==> src/design/torque_limit_pkg.sv <==
// package: register map, field layout, reset values and carriers of the torque limiter
package torque_limit_pkg;

   localparam int ADDR_W = 8;
   localparam int DATA_W = 16;
   localparam int TRQ_W = 16;

   // register offsets
   localparam logic [7:0] OFS_FWD_LIMIT = 8'h00;
   localparam logic [7:0] OFS_REV_LIMIT = 8'h04;
   localparam logic [7:0] OFS_FWD_EXT_LIMIT = 8'h08;
   localparam logic [7:0] OFS_REV_EXT_LIMIT = 8'h0c;
   localparam logic [7:0] OFS_MOTOR_MAX = 8'h10;
   localparam logic [7:0] OFS_ALLOC = 8'h14;
   localparam logic [7:0] OFS_CMD_FWD = 8'h18;
   localparam logic [7:0] OFS_CMD_REV = 8'h1c;
   localparam logic [7:0] OFS_OPTION = 8'h20;
   localparam logic [7:0] OFS_STATUS = 8'h24;
   localparam logic [7:0] OFS_EFF_FWD = 8'h28;
   localparam logic [7:0] OFS_EFF_REV = 8'h2c;

   // reset values and top of the limit range
   localparam logic [15:0] RST_INT_LIMIT = 16'h0320;
   localparam logic [15:0] RST_EXT_LIMIT = 16'h0064;
   localparam logic [15:0] RST_MOTOR_MAX = 16'h0320;
   localparam logic [15:0] RST_CMD_LIMIT = 16'h0320;
   localparam logic [15:0] LIMIT_MAX = 16'h0320;

   // allocation register fields
   localparam int ALLOC_FWD_IN_BIT = 0;
   localparam int ALLOC_REV_IN_BIT = 1;
   localparam int ALLOC_OUT_BIT = 2;

   // option register fields
   localparam int OPT_CMD_EN_BIT = 0;
   localparam int OPT_FWD_BIT = 1;
   localparam int OPT_REV_BIT = 2;

   // status register fields
   localparam int STS_LIMITING_BIT = 0;
   localparam int STS_FWD_CLAMP_BIT = 1;
   localparam int STS_REV_CLAMP_BIT = 2;
   localparam int STS_FWD_IN_BIT = 3;
   localparam int STS_REV_IN_BIT = 4;

   typedef struct packed {
      logic [ADDR_W-1:0] addr;
      logic [DATA_W-1:0] wdata;
      logic wr;
      logic rd;
   } reg_req_s;

   typedef struct packed {
      logic [DATA_W-1:0] fwd;
      logic [DATA_W-1:0] rev;
   } limit_pair_s;

endpackage

==> src/design/torque_limit_select.sv <==
// torque limit selection and clamping with limiting-active status
// ------------------------------------------------------------
// Summary of operation
// - forward and reverse torque always clamped to internal limits
// - limit settings 0..800 percent, immediate effect, internal default 800
// - external limit settings default 100, range 0..800, immediate effect
// - limit above motor maximum torque is replaced by motor maximum
// - forward input closed: forward limit is min of internal and external
// - forward input open: forward limit is internal setting only
// - reverse input closed: reverse limit is min of internal and external
// - reverse input open: reverse limit is internal setting only
// - external inputs recognised only when allocated in input allocation
// - limiting-active output on while torque is clamped, else off
// - limiting-active reaches pin only when allocated in output allocation
// - command limits, gated by option request bits when enabled, also tighten the limit
// ------------------------------------------------------------
//
// Our own choices: the placing of the registers and the strobed register port.
`timescale 1ns/1ps
module torque_limit_select
   import torque_limit_pkg::*;
#(
   parameter int TW = 16
) (
   input wire logic i_clk_sys,
   input wire logic i_rstn,
   input wire torque_limit_pkg::reg_req_s i_req,
   output logic [torque_limit_pkg::DATA_W-1:0] o_rdata,
   input wire logic signed [TW-1:0] i_torque_demand,
   input wire logic i_fwd_ext_limit_in,
   input wire logic i_rev_ext_limit_in,
   output logic signed [TW-1:0] o_torque_out,
   output logic o_limiting_active_out
);
   import torque_limit_pkg::*;

   // ------------------------------------------------------------
   // settings
   // ------------------------------------------------------------
   logic [DATA_W-1:0] fwd_torque_limit_ff;
   logic [DATA_W-1:0] rev_torque_limit_ff;
   logic [DATA_W-1:0] fwd_ext_torque_limit_ff;
   logic [DATA_W-1:0] rev_ext_torque_limit_ff;
   logic [DATA_W-1:0] motor_max_ff;
   logic [2:0] alloc_ff;
   logic [2:0] option_ff;
   limit_pair_s cmd_limit_ff;
   logic [DATA_W-1:0] status_w;
   limit_pair_s eff_w;

   // out-of-range writes saturate to the top of the range
   function automatic logic [DATA_W-1:0] sat_limit(input logic [DATA_W-1:0] v);
      if (v > LIMIT_MAX) begin
         return LIMIT_MAX;
      end
      return v;
   endfunction

   always_ff @(posedge i_clk_sys or negedge i_rstn) begin
      if (!i_rstn) begin
         fwd_torque_limit_ff <= RST_INT_LIMIT;
         rev_torque_limit_ff <= RST_INT_LIMIT;
         fwd_ext_torque_limit_ff <= RST_EXT_LIMIT;
         rev_ext_torque_limit_ff <= RST_EXT_LIMIT;
         motor_max_ff <= RST_MOTOR_MAX;
         alloc_ff <= 3'h0;
         option_ff <= 3'h0;
         cmd_limit_ff <= '{fwd: RST_CMD_LIMIT, rev: RST_CMD_LIMIT};
      end else if (i_req.wr) begin
         case (i_req.addr)
            OFS_FWD_LIMIT: fwd_torque_limit_ff <= sat_limit(i_req.wdata);
            OFS_REV_LIMIT: rev_torque_limit_ff <= sat_limit(i_req.wdata);
            OFS_FWD_EXT_LIMIT: fwd_ext_torque_limit_ff <= sat_limit(i_req.wdata);
            OFS_REV_EXT_LIMIT: rev_ext_torque_limit_ff <= sat_limit(i_req.wdata);
            OFS_MOTOR_MAX: motor_max_ff <= sat_limit(i_req.wdata);
            OFS_ALLOC: alloc_ff <= i_req.wdata[2:0];
            OFS_CMD_FWD: cmd_limit_ff.fwd <= sat_limit(i_req.wdata);
            OFS_CMD_REV: cmd_limit_ff.rev <= sat_limit(i_req.wdata);
            OFS_OPTION: option_ff <= i_req.wdata[2:0];
            default: begin
            end
         endcase
      end
   end

   // ------------------------------------------------------------
   // effective limits
   // ------------------------------------------------------------
   logic fwd_in_on;
   logic rev_in_on;
   logic fwd_cmd_on;
   logic rev_cmd_on;

   // unallocated inputs read as open
   assign fwd_in_on = alloc_ff[ALLOC_FWD_IN_BIT] & i_fwd_ext_limit_in;
   assign rev_in_on = alloc_ff[ALLOC_REV_IN_BIT] & i_rev_ext_limit_in;
   // command limit alone, or gated by option request bit when enabled
   assign fwd_cmd_on = ~option_ff[OPT_CMD_EN_BIT] | option_ff[OPT_FWD_BIT];
   assign rev_cmd_on = ~option_ff[OPT_CMD_EN_BIT] | option_ff[OPT_REV_BIT];

   limit_min3 #(.W(DATA_W)) u_fwd_limit (
      .i_internal(fwd_torque_limit_ff),
      .i_external(fwd_ext_torque_limit_ff),
      .i_ext_on(fwd_in_on),
      .i_command(cmd_limit_ff.fwd),
      .i_cmd_on(fwd_cmd_on),
      .i_motor_max(motor_max_ff),
      .o_limit(eff_w.fwd)
   );

   limit_min3 #(.W(DATA_W)) u_rev_limit (
      .i_internal(rev_torque_limit_ff),
      .i_external(rev_ext_torque_limit_ff),
      .i_ext_on(rev_in_on),
      .i_command(cmd_limit_ff.rev),
      .i_cmd_on(rev_cmd_on),
      .i_motor_max(motor_max_ff),
      .o_limit(eff_w.rev)
   );

   // ------------------------------------------------------------
   // clamp
   // ------------------------------------------------------------
   logic signed [TW:0] dem_ext;
   logic signed [TW:0] fwd_lim_s;
   logic signed [TW:0] rev_lim_s;
   logic signed [TW-1:0] nxt_torque;
   logic nxt_fwd_clamp;
   logic nxt_rev_clamp;

   always_comb begin
      dem_ext = (TW+1)'(i_torque_demand);
      fwd_lim_s = $signed({1'b0, TW'(eff_w.fwd)});
      rev_lim_s = -$signed({1'b0, TW'(eff_w.rev)});
      nxt_torque = i_torque_demand;
      nxt_fwd_clamp = 1'b0;
      nxt_rev_clamp = 1'b0;
      if (dem_ext > fwd_lim_s) begin
         nxt_torque = TW'(fwd_lim_s);
         nxt_fwd_clamp = 1'b1;
      end else if (dem_ext < rev_lim_s) begin
         nxt_torque = TW'(rev_lim_s);
         nxt_rev_clamp = 1'b1;
      end
   end

   logic fwd_clamp_ff;
   logic rev_clamp_ff;

   always_ff @(posedge i_clk_sys or negedge i_rstn) begin
      if (!i_rstn) begin
         o_torque_out <= '0;
         fwd_clamp_ff <= 1'b0;
         rev_clamp_ff <= 1'b0;
      end else begin
         o_torque_out <= nxt_torque;
         fwd_clamp_ff <= nxt_fwd_clamp;
         rev_clamp_ff <= nxt_rev_clamp;
      end
   end

   // status pin follows the clamp in the same cycle as the clamped torque
   always_ff @(posedge i_clk_sys or negedge i_rstn) begin
      if (!i_rstn) begin
         o_limiting_active_out <= 1'b0;
      end else begin
         o_limiting_active_out <= alloc_ff[ALLOC_OUT_BIT] & (nxt_fwd_clamp | nxt_rev_clamp);
      end
   end

   // ------------------------------------------------------------
   // read back
   // ------------------------------------------------------------
   always_comb begin
      status_w = '0;
      status_w[STS_LIMITING_BIT] = fwd_clamp_ff | rev_clamp_ff;
      status_w[STS_FWD_CLAMP_BIT] = fwd_clamp_ff;
      status_w[STS_REV_CLAMP_BIT] = rev_clamp_ff;
      status_w[STS_FWD_IN_BIT] = fwd_in_on;
      status_w[STS_REV_IN_BIT] = rev_in_on;
   end

   always_ff @(posedge i_clk_sys or negedge i_rstn) begin
      if (!i_rstn) begin
         o_rdata <= '0;
      end else if (i_req.rd) begin
         case (i_req.addr)
            OFS_FWD_LIMIT: o_rdata <= fwd_torque_limit_ff;
            OFS_REV_LIMIT: o_rdata <= rev_torque_limit_ff;
            OFS_FWD_EXT_LIMIT: o_rdata <= fwd_ext_torque_limit_ff;
            OFS_REV_EXT_LIMIT: o_rdata <= rev_ext_torque_limit_ff;
            OFS_MOTOR_MAX: o_rdata <= motor_max_ff;
            OFS_ALLOC: o_rdata <= {13'h0000, alloc_ff};
            OFS_CMD_FWD: o_rdata <= cmd_limit_ff.fwd;
            OFS_CMD_REV: o_rdata <= cmd_limit_ff.rev;
            OFS_OPTION: o_rdata <= {13'h0000, option_ff};
            OFS_STATUS: o_rdata <= status_w;
            OFS_EFF_FWD: o_rdata <= eff_w.fwd;
            OFS_EFF_REV: o_rdata <= eff_w.rev;
            default: o_rdata <= '0;
         endcase
      end else begin
         o_rdata <= '0;
      end
   end

endmodule

==> src/design/limit_min3.sv <==
// effective limit for one direction: min of enabled sources, capped at motor max
`timescale 1ns/1ps
module limit_min3 #(
   parameter int W = 16
) (
   input wire logic [W-1:0] i_internal,
   input wire logic [W-1:0] i_external,
   input wire logic i_ext_on,
   input wire logic [W-1:0] i_command,
   input wire logic i_cmd_on,
   input wire logic [W-1:0] i_motor_max,
   output logic [W-1:0] o_limit
);
   logic [W-1:0] a;
   logic [W-1:0] b;

   always_comb begin
      a = i_internal;
      // external setting only tightens while its input is closed
      if (i_ext_on && (i_external < a)) begin
         a = i_external;
      end
      b = a;
      if (i_cmd_on && (i_command < b)) begin
         b = i_command;
      end
      if (b > i_motor_max) begin
         b = i_motor_max;
      end
      o_limit = b;
   end
endmodule

==> config.mk <==
export PLATFORM = sky130hd
export DESIGN_NAME = torque_limit_select
export DESIGN_NICKNAME = d
export VERILOG_FILES = /design/src/design/torque_limit_pkg.sv /design/src/design/torque_limit_select.sv /design/src/design/limit_min3.sv
export SDC_FILE = /design/constraint.sdc
export NUM_CORES = 1
export LEC_CHECK = 0
export ABC_AREA = 1
export BUFFER_PORTS_ARGS = -buffer_cell sky130_fd_sc_hd__buf_2
export CORE_ASPECT_RATIO = 1.2
export CORE_MARGIN = 10
export CORE_UTILIZATION = 30
export DETAILED_ROUTE_END_ITERATION = 10
export GPL_TIMING_DRIVEN = 0
export PLACE_DENSITY = 0.41
export SYNTH_ARGS = -nofsm -noshare
export SYNTH_HDL_FRONTEND = slang
export SYNTH_SLANG_ARGS = --single-unit
==> constraint.sdc <==
create_clock -name i_clk_sys -period 8.5 [get_ports i_clk_sys]
set_input_delay 1.7 -clock i_clk_sys [delete_from_list [all_inputs] [get_ports i_clk_sys]]
set_output_delay 1.7 -clock i_clk_sys [all_outputs]
set_load 0.02 [all_outputs]
==> flow_metrics.env <==
export IMPL_crit_buf_inv=8
export IMPL_h_tree_depth=4
export IMPL_start_util=0.302
export IMPL_powerDensity_nw_per_um2=146
export IMPL_grt_overflow=0
export IMPL_yosysMostFrequentCell="nand2_1"
export IMPL_dp_hpwl_mm=42.0
export IMPL_startpoint_type="primary input"
export IMPL_netlist_area_um2=11700
export IMPL_ys_warn_count=0
export IMPL_rows=79
export IMPL_grt_max_degree=81
export IMPL_post_route_period_util=0.960
export IMPL_met3_length_mm=1.95
export IMPL_ios=79
export IMPL_max_stage_delay_ps=300
export IMPL_yosys_area_top_type_share=0.283
export IMPL_cp_common_cell="nand2_2"
export IMPL_async_reset_ff_frac=1.00
export IMPL_grtUsageTotal=0.215
export IMPL_yosys_area_top_type="dfrtp_1"
export IMPL_drt_wirelength_per_cell_um=22.0
export IMPL_ys_ff_latch=153
export IMPL_fin_skew_ps=19.4
export IMPL_avgSynthCellArea_um2=6.97
export IMPL_core_um2=38600
export IMPL_die_area_um2=47300
export IMPL_wl_met1_mm=22.0
export IMPL_fin_hold_ws_ps=489
export IMPL_cts_tree="built"
export IMPL_clock_sinks=153
export IMPL_regArea_um2=3850
export IMPL_grt_first_pass_wirelength_mm=75.8
export IMPL_setup_viol=0
export IMPL_fmax_mhz=123
export IMPL_finalSetupTns_ps=0
export IMPL_synthToLayoutAreaGrowth_pct=19.0
export IMPL_critPathTopFamily="simple AND/OR/NAND/NOR gates"
export IMPL_clock_latency_ps=470
export IMPL_worst_pin_slew_ps=1200
export IMPL_ant_nets=0
export IMPL_first_pass_iters=5
export IMPL_p_total_mw=2.03
export IMPL_ys_top_cells_by_area="dfrtp_1, nand2_1, ha_1"
export IMPL_grt_pass1_vias=11600
export IMPL_antenna_found_initial=0
export IMPL_run_status="finished clean"
export IMPL_clkTransAtPathRegs_ps=70
export IMPL_crit_type="in2reg"
export IMPL_syn_num_nets=1849
export IMPL_vias_per_cell=4.97
export IMPL_via_count=11600
export IMPL_drv_slew=0
export IMPL_cpMaxStageDelayCell="or2_2"
export IMPL_max_cap_violations=0
export IMPL_routed_top_layer="met4"
export IMPL_nFillCells=4229
export IMPL_syn_inst=1677
export IMPL_synth_edf_count=0
export IMPL_drt_iter0_markers=842
export IMPL_synth_ff_type="dfrtp_1"
export IMPL_hold_violations=0
export IMPL_layout_drive_gt1_share=0.148
export IMPL_die_h_um=236
export IMPL_netlist_cell_type_count=49
export IMPL_synthTopCellsByCount="nand2_1, inv_1, nand3_1"
export IMPL_fp_dieW_um=200
export IMPL_n_antenna_cell=0
export IMPL_numCtsBuffers=17
export IMPL_fin_crit_ps=8160
export IMPL_timing_critical_path_to_type="flop"
export IMPL_yosysSeqAreaShare=0.330
export IMPL_wl_met2_mm=24.3
export IMPL_peakVddDrop_v=0.000145
export IMPL_hp_class="reg2reg"
export IMPL_fin_nets=1968
export IMPL_drt_total_wl_mm=51.3
export IMPL_clock_path_buffers=2
export IMPL_cts_root_buf="clkbuf_16"
export IMPL_arrival_ps=8550
export IMPL_multi_input_area_um2=7040
export IMPL_gp_congestion=0.966
export IMPL_p_leak_nw=7.34
export IMPL_cp_required_ps=8890
export IMPL_portBuffers=78
export IMPL_max_slew_margin_rel=0.176
export IMPL_worstPathMaxFanout=10
export IMPL_drc_errors=0
## routing by layer
metal	track usage	vias to the layer above
li1	-	5741
met1	0.260	5477
met2	0.353	306
met3	0.0288	87
met4	0.137	0
met5	0	-
## report_power, final
part           switching (mW)  total, mW  internal, mW
combinational           0.307      0.455         0.148
sequential             0.0222      0.785         0.763
clock                   0.346      0.786         0.440
## registers in the layout (all words and copies together), names as in the netlist
signal,flops
alloc_ff,3
cmd_limit_ff,32
fwd_clamp_ff,1
fwd_ext_torque_limit_ff,16
fwd_torque_limit_ff,16
motor_max_ff,16
o_limiting_active_out,1
o_rdata,16
o_torque_out,16
option_ff,3
rev_clamp_ff,1
rev_ext_torque_limit_ff,16
rev_torque_limit_ff,16
## worst min-delay path: cells and delay by family (launching register included)
kind / cells / cell delay (ps)
flops: 1 / 350
compound gates: 1 / 60
simple gates: 1 / 50
## final timing paths
kind / slack [ps] / start / cells past startpoint / to
worst max-delay path: 340 / i_rev_ext_limit_in / 49 / o_torque_out[8]
worst min-delay path: 490 / fwd_torque_limit_ff[2] / 2 / fwd_torque_limit_ff[2]
worst max register to register: 690 / rev_torque_limit_ff[5] / 51 / o_torque_out[8]
worst min register to register: 490 / fwd_torque_limit_ff[2] / 2 / fwd_torque_limit_ff[2]
max in group asynchronous: 6400 / i_rstn / 2 / fwd_torque_limit_ff[9]
min in group asynchronous: 1210 / i_rstn / 1 / motor_max_ff[14]
## through the flow
stage	setup slack, ps	instance area [µm²]	utilization	std cells
after floorplan	576	11700	-	1677
after global placement	-1870	12700	0.329	2281
after detailed placement	-1870	12800	0.330	2282
after CTS	9.06	13500	0.350	2321
after global routing	-48.8	13900	0.360	2335
final	338	13900	0.360	2335
## kinds of logic after synthesis
kind of cell	after synthesis	synth area share
buf+inv	285	0.0948
compound gates	257	0.126
fa+ha+maj	126	0.135
simple gates	855	0.313
xor+xnor	1	0.000750
flops	153	0.330
## cell usage in the layout, fill, tap and decap left out, types with 5 or more instances in the layout
cell and n:
nand2_1 494, inv_1 230, nand3_1 172, dfrtp_1 132, ha_1 120, o21ai_0 104
nor2_1 89, buf_2 82, a21oi_1 52, nand2_2 35, clkbuf_1 30, o21ai_1 21
o22ai_1 21, dfstp_2 21, buf_4 18, clkbuf_16 18, nor3_1 12, nor2_2 11
nand4_1 11, o2111ai_1 10, a211oi_1 7, a2111oi_0 7, buf_6 6, ha_4 6
nand3_2 5, clkbuf_2 5, nor2_4 5, a221oi_1 5
## area by class of cell
type	count	area share
Inverter	235	0.0634
Buffer	50	0.0203
Clock inverter	11	0.00891
Tap cell	526	0.0473
Timing Repair Buffer	99	0.0443
Multi-Input combinational cell	1240	0.506
Sequential cell	153	0.277
Clock buffer	21	0.0324
## repair_timing
| action | in CTS | in global routing |
|---|---|---|
| resized for setup | 49 | 74 |
| buffers inserted | 7 | 12 |
| pin swaps | 10 | 23 |
| endpoints found under the setup margin | 19 | 19 |
| hold buffers | 0 | 0 |
| gates cloned | 0 | 2 |
(Power assumes the default switching activity.)
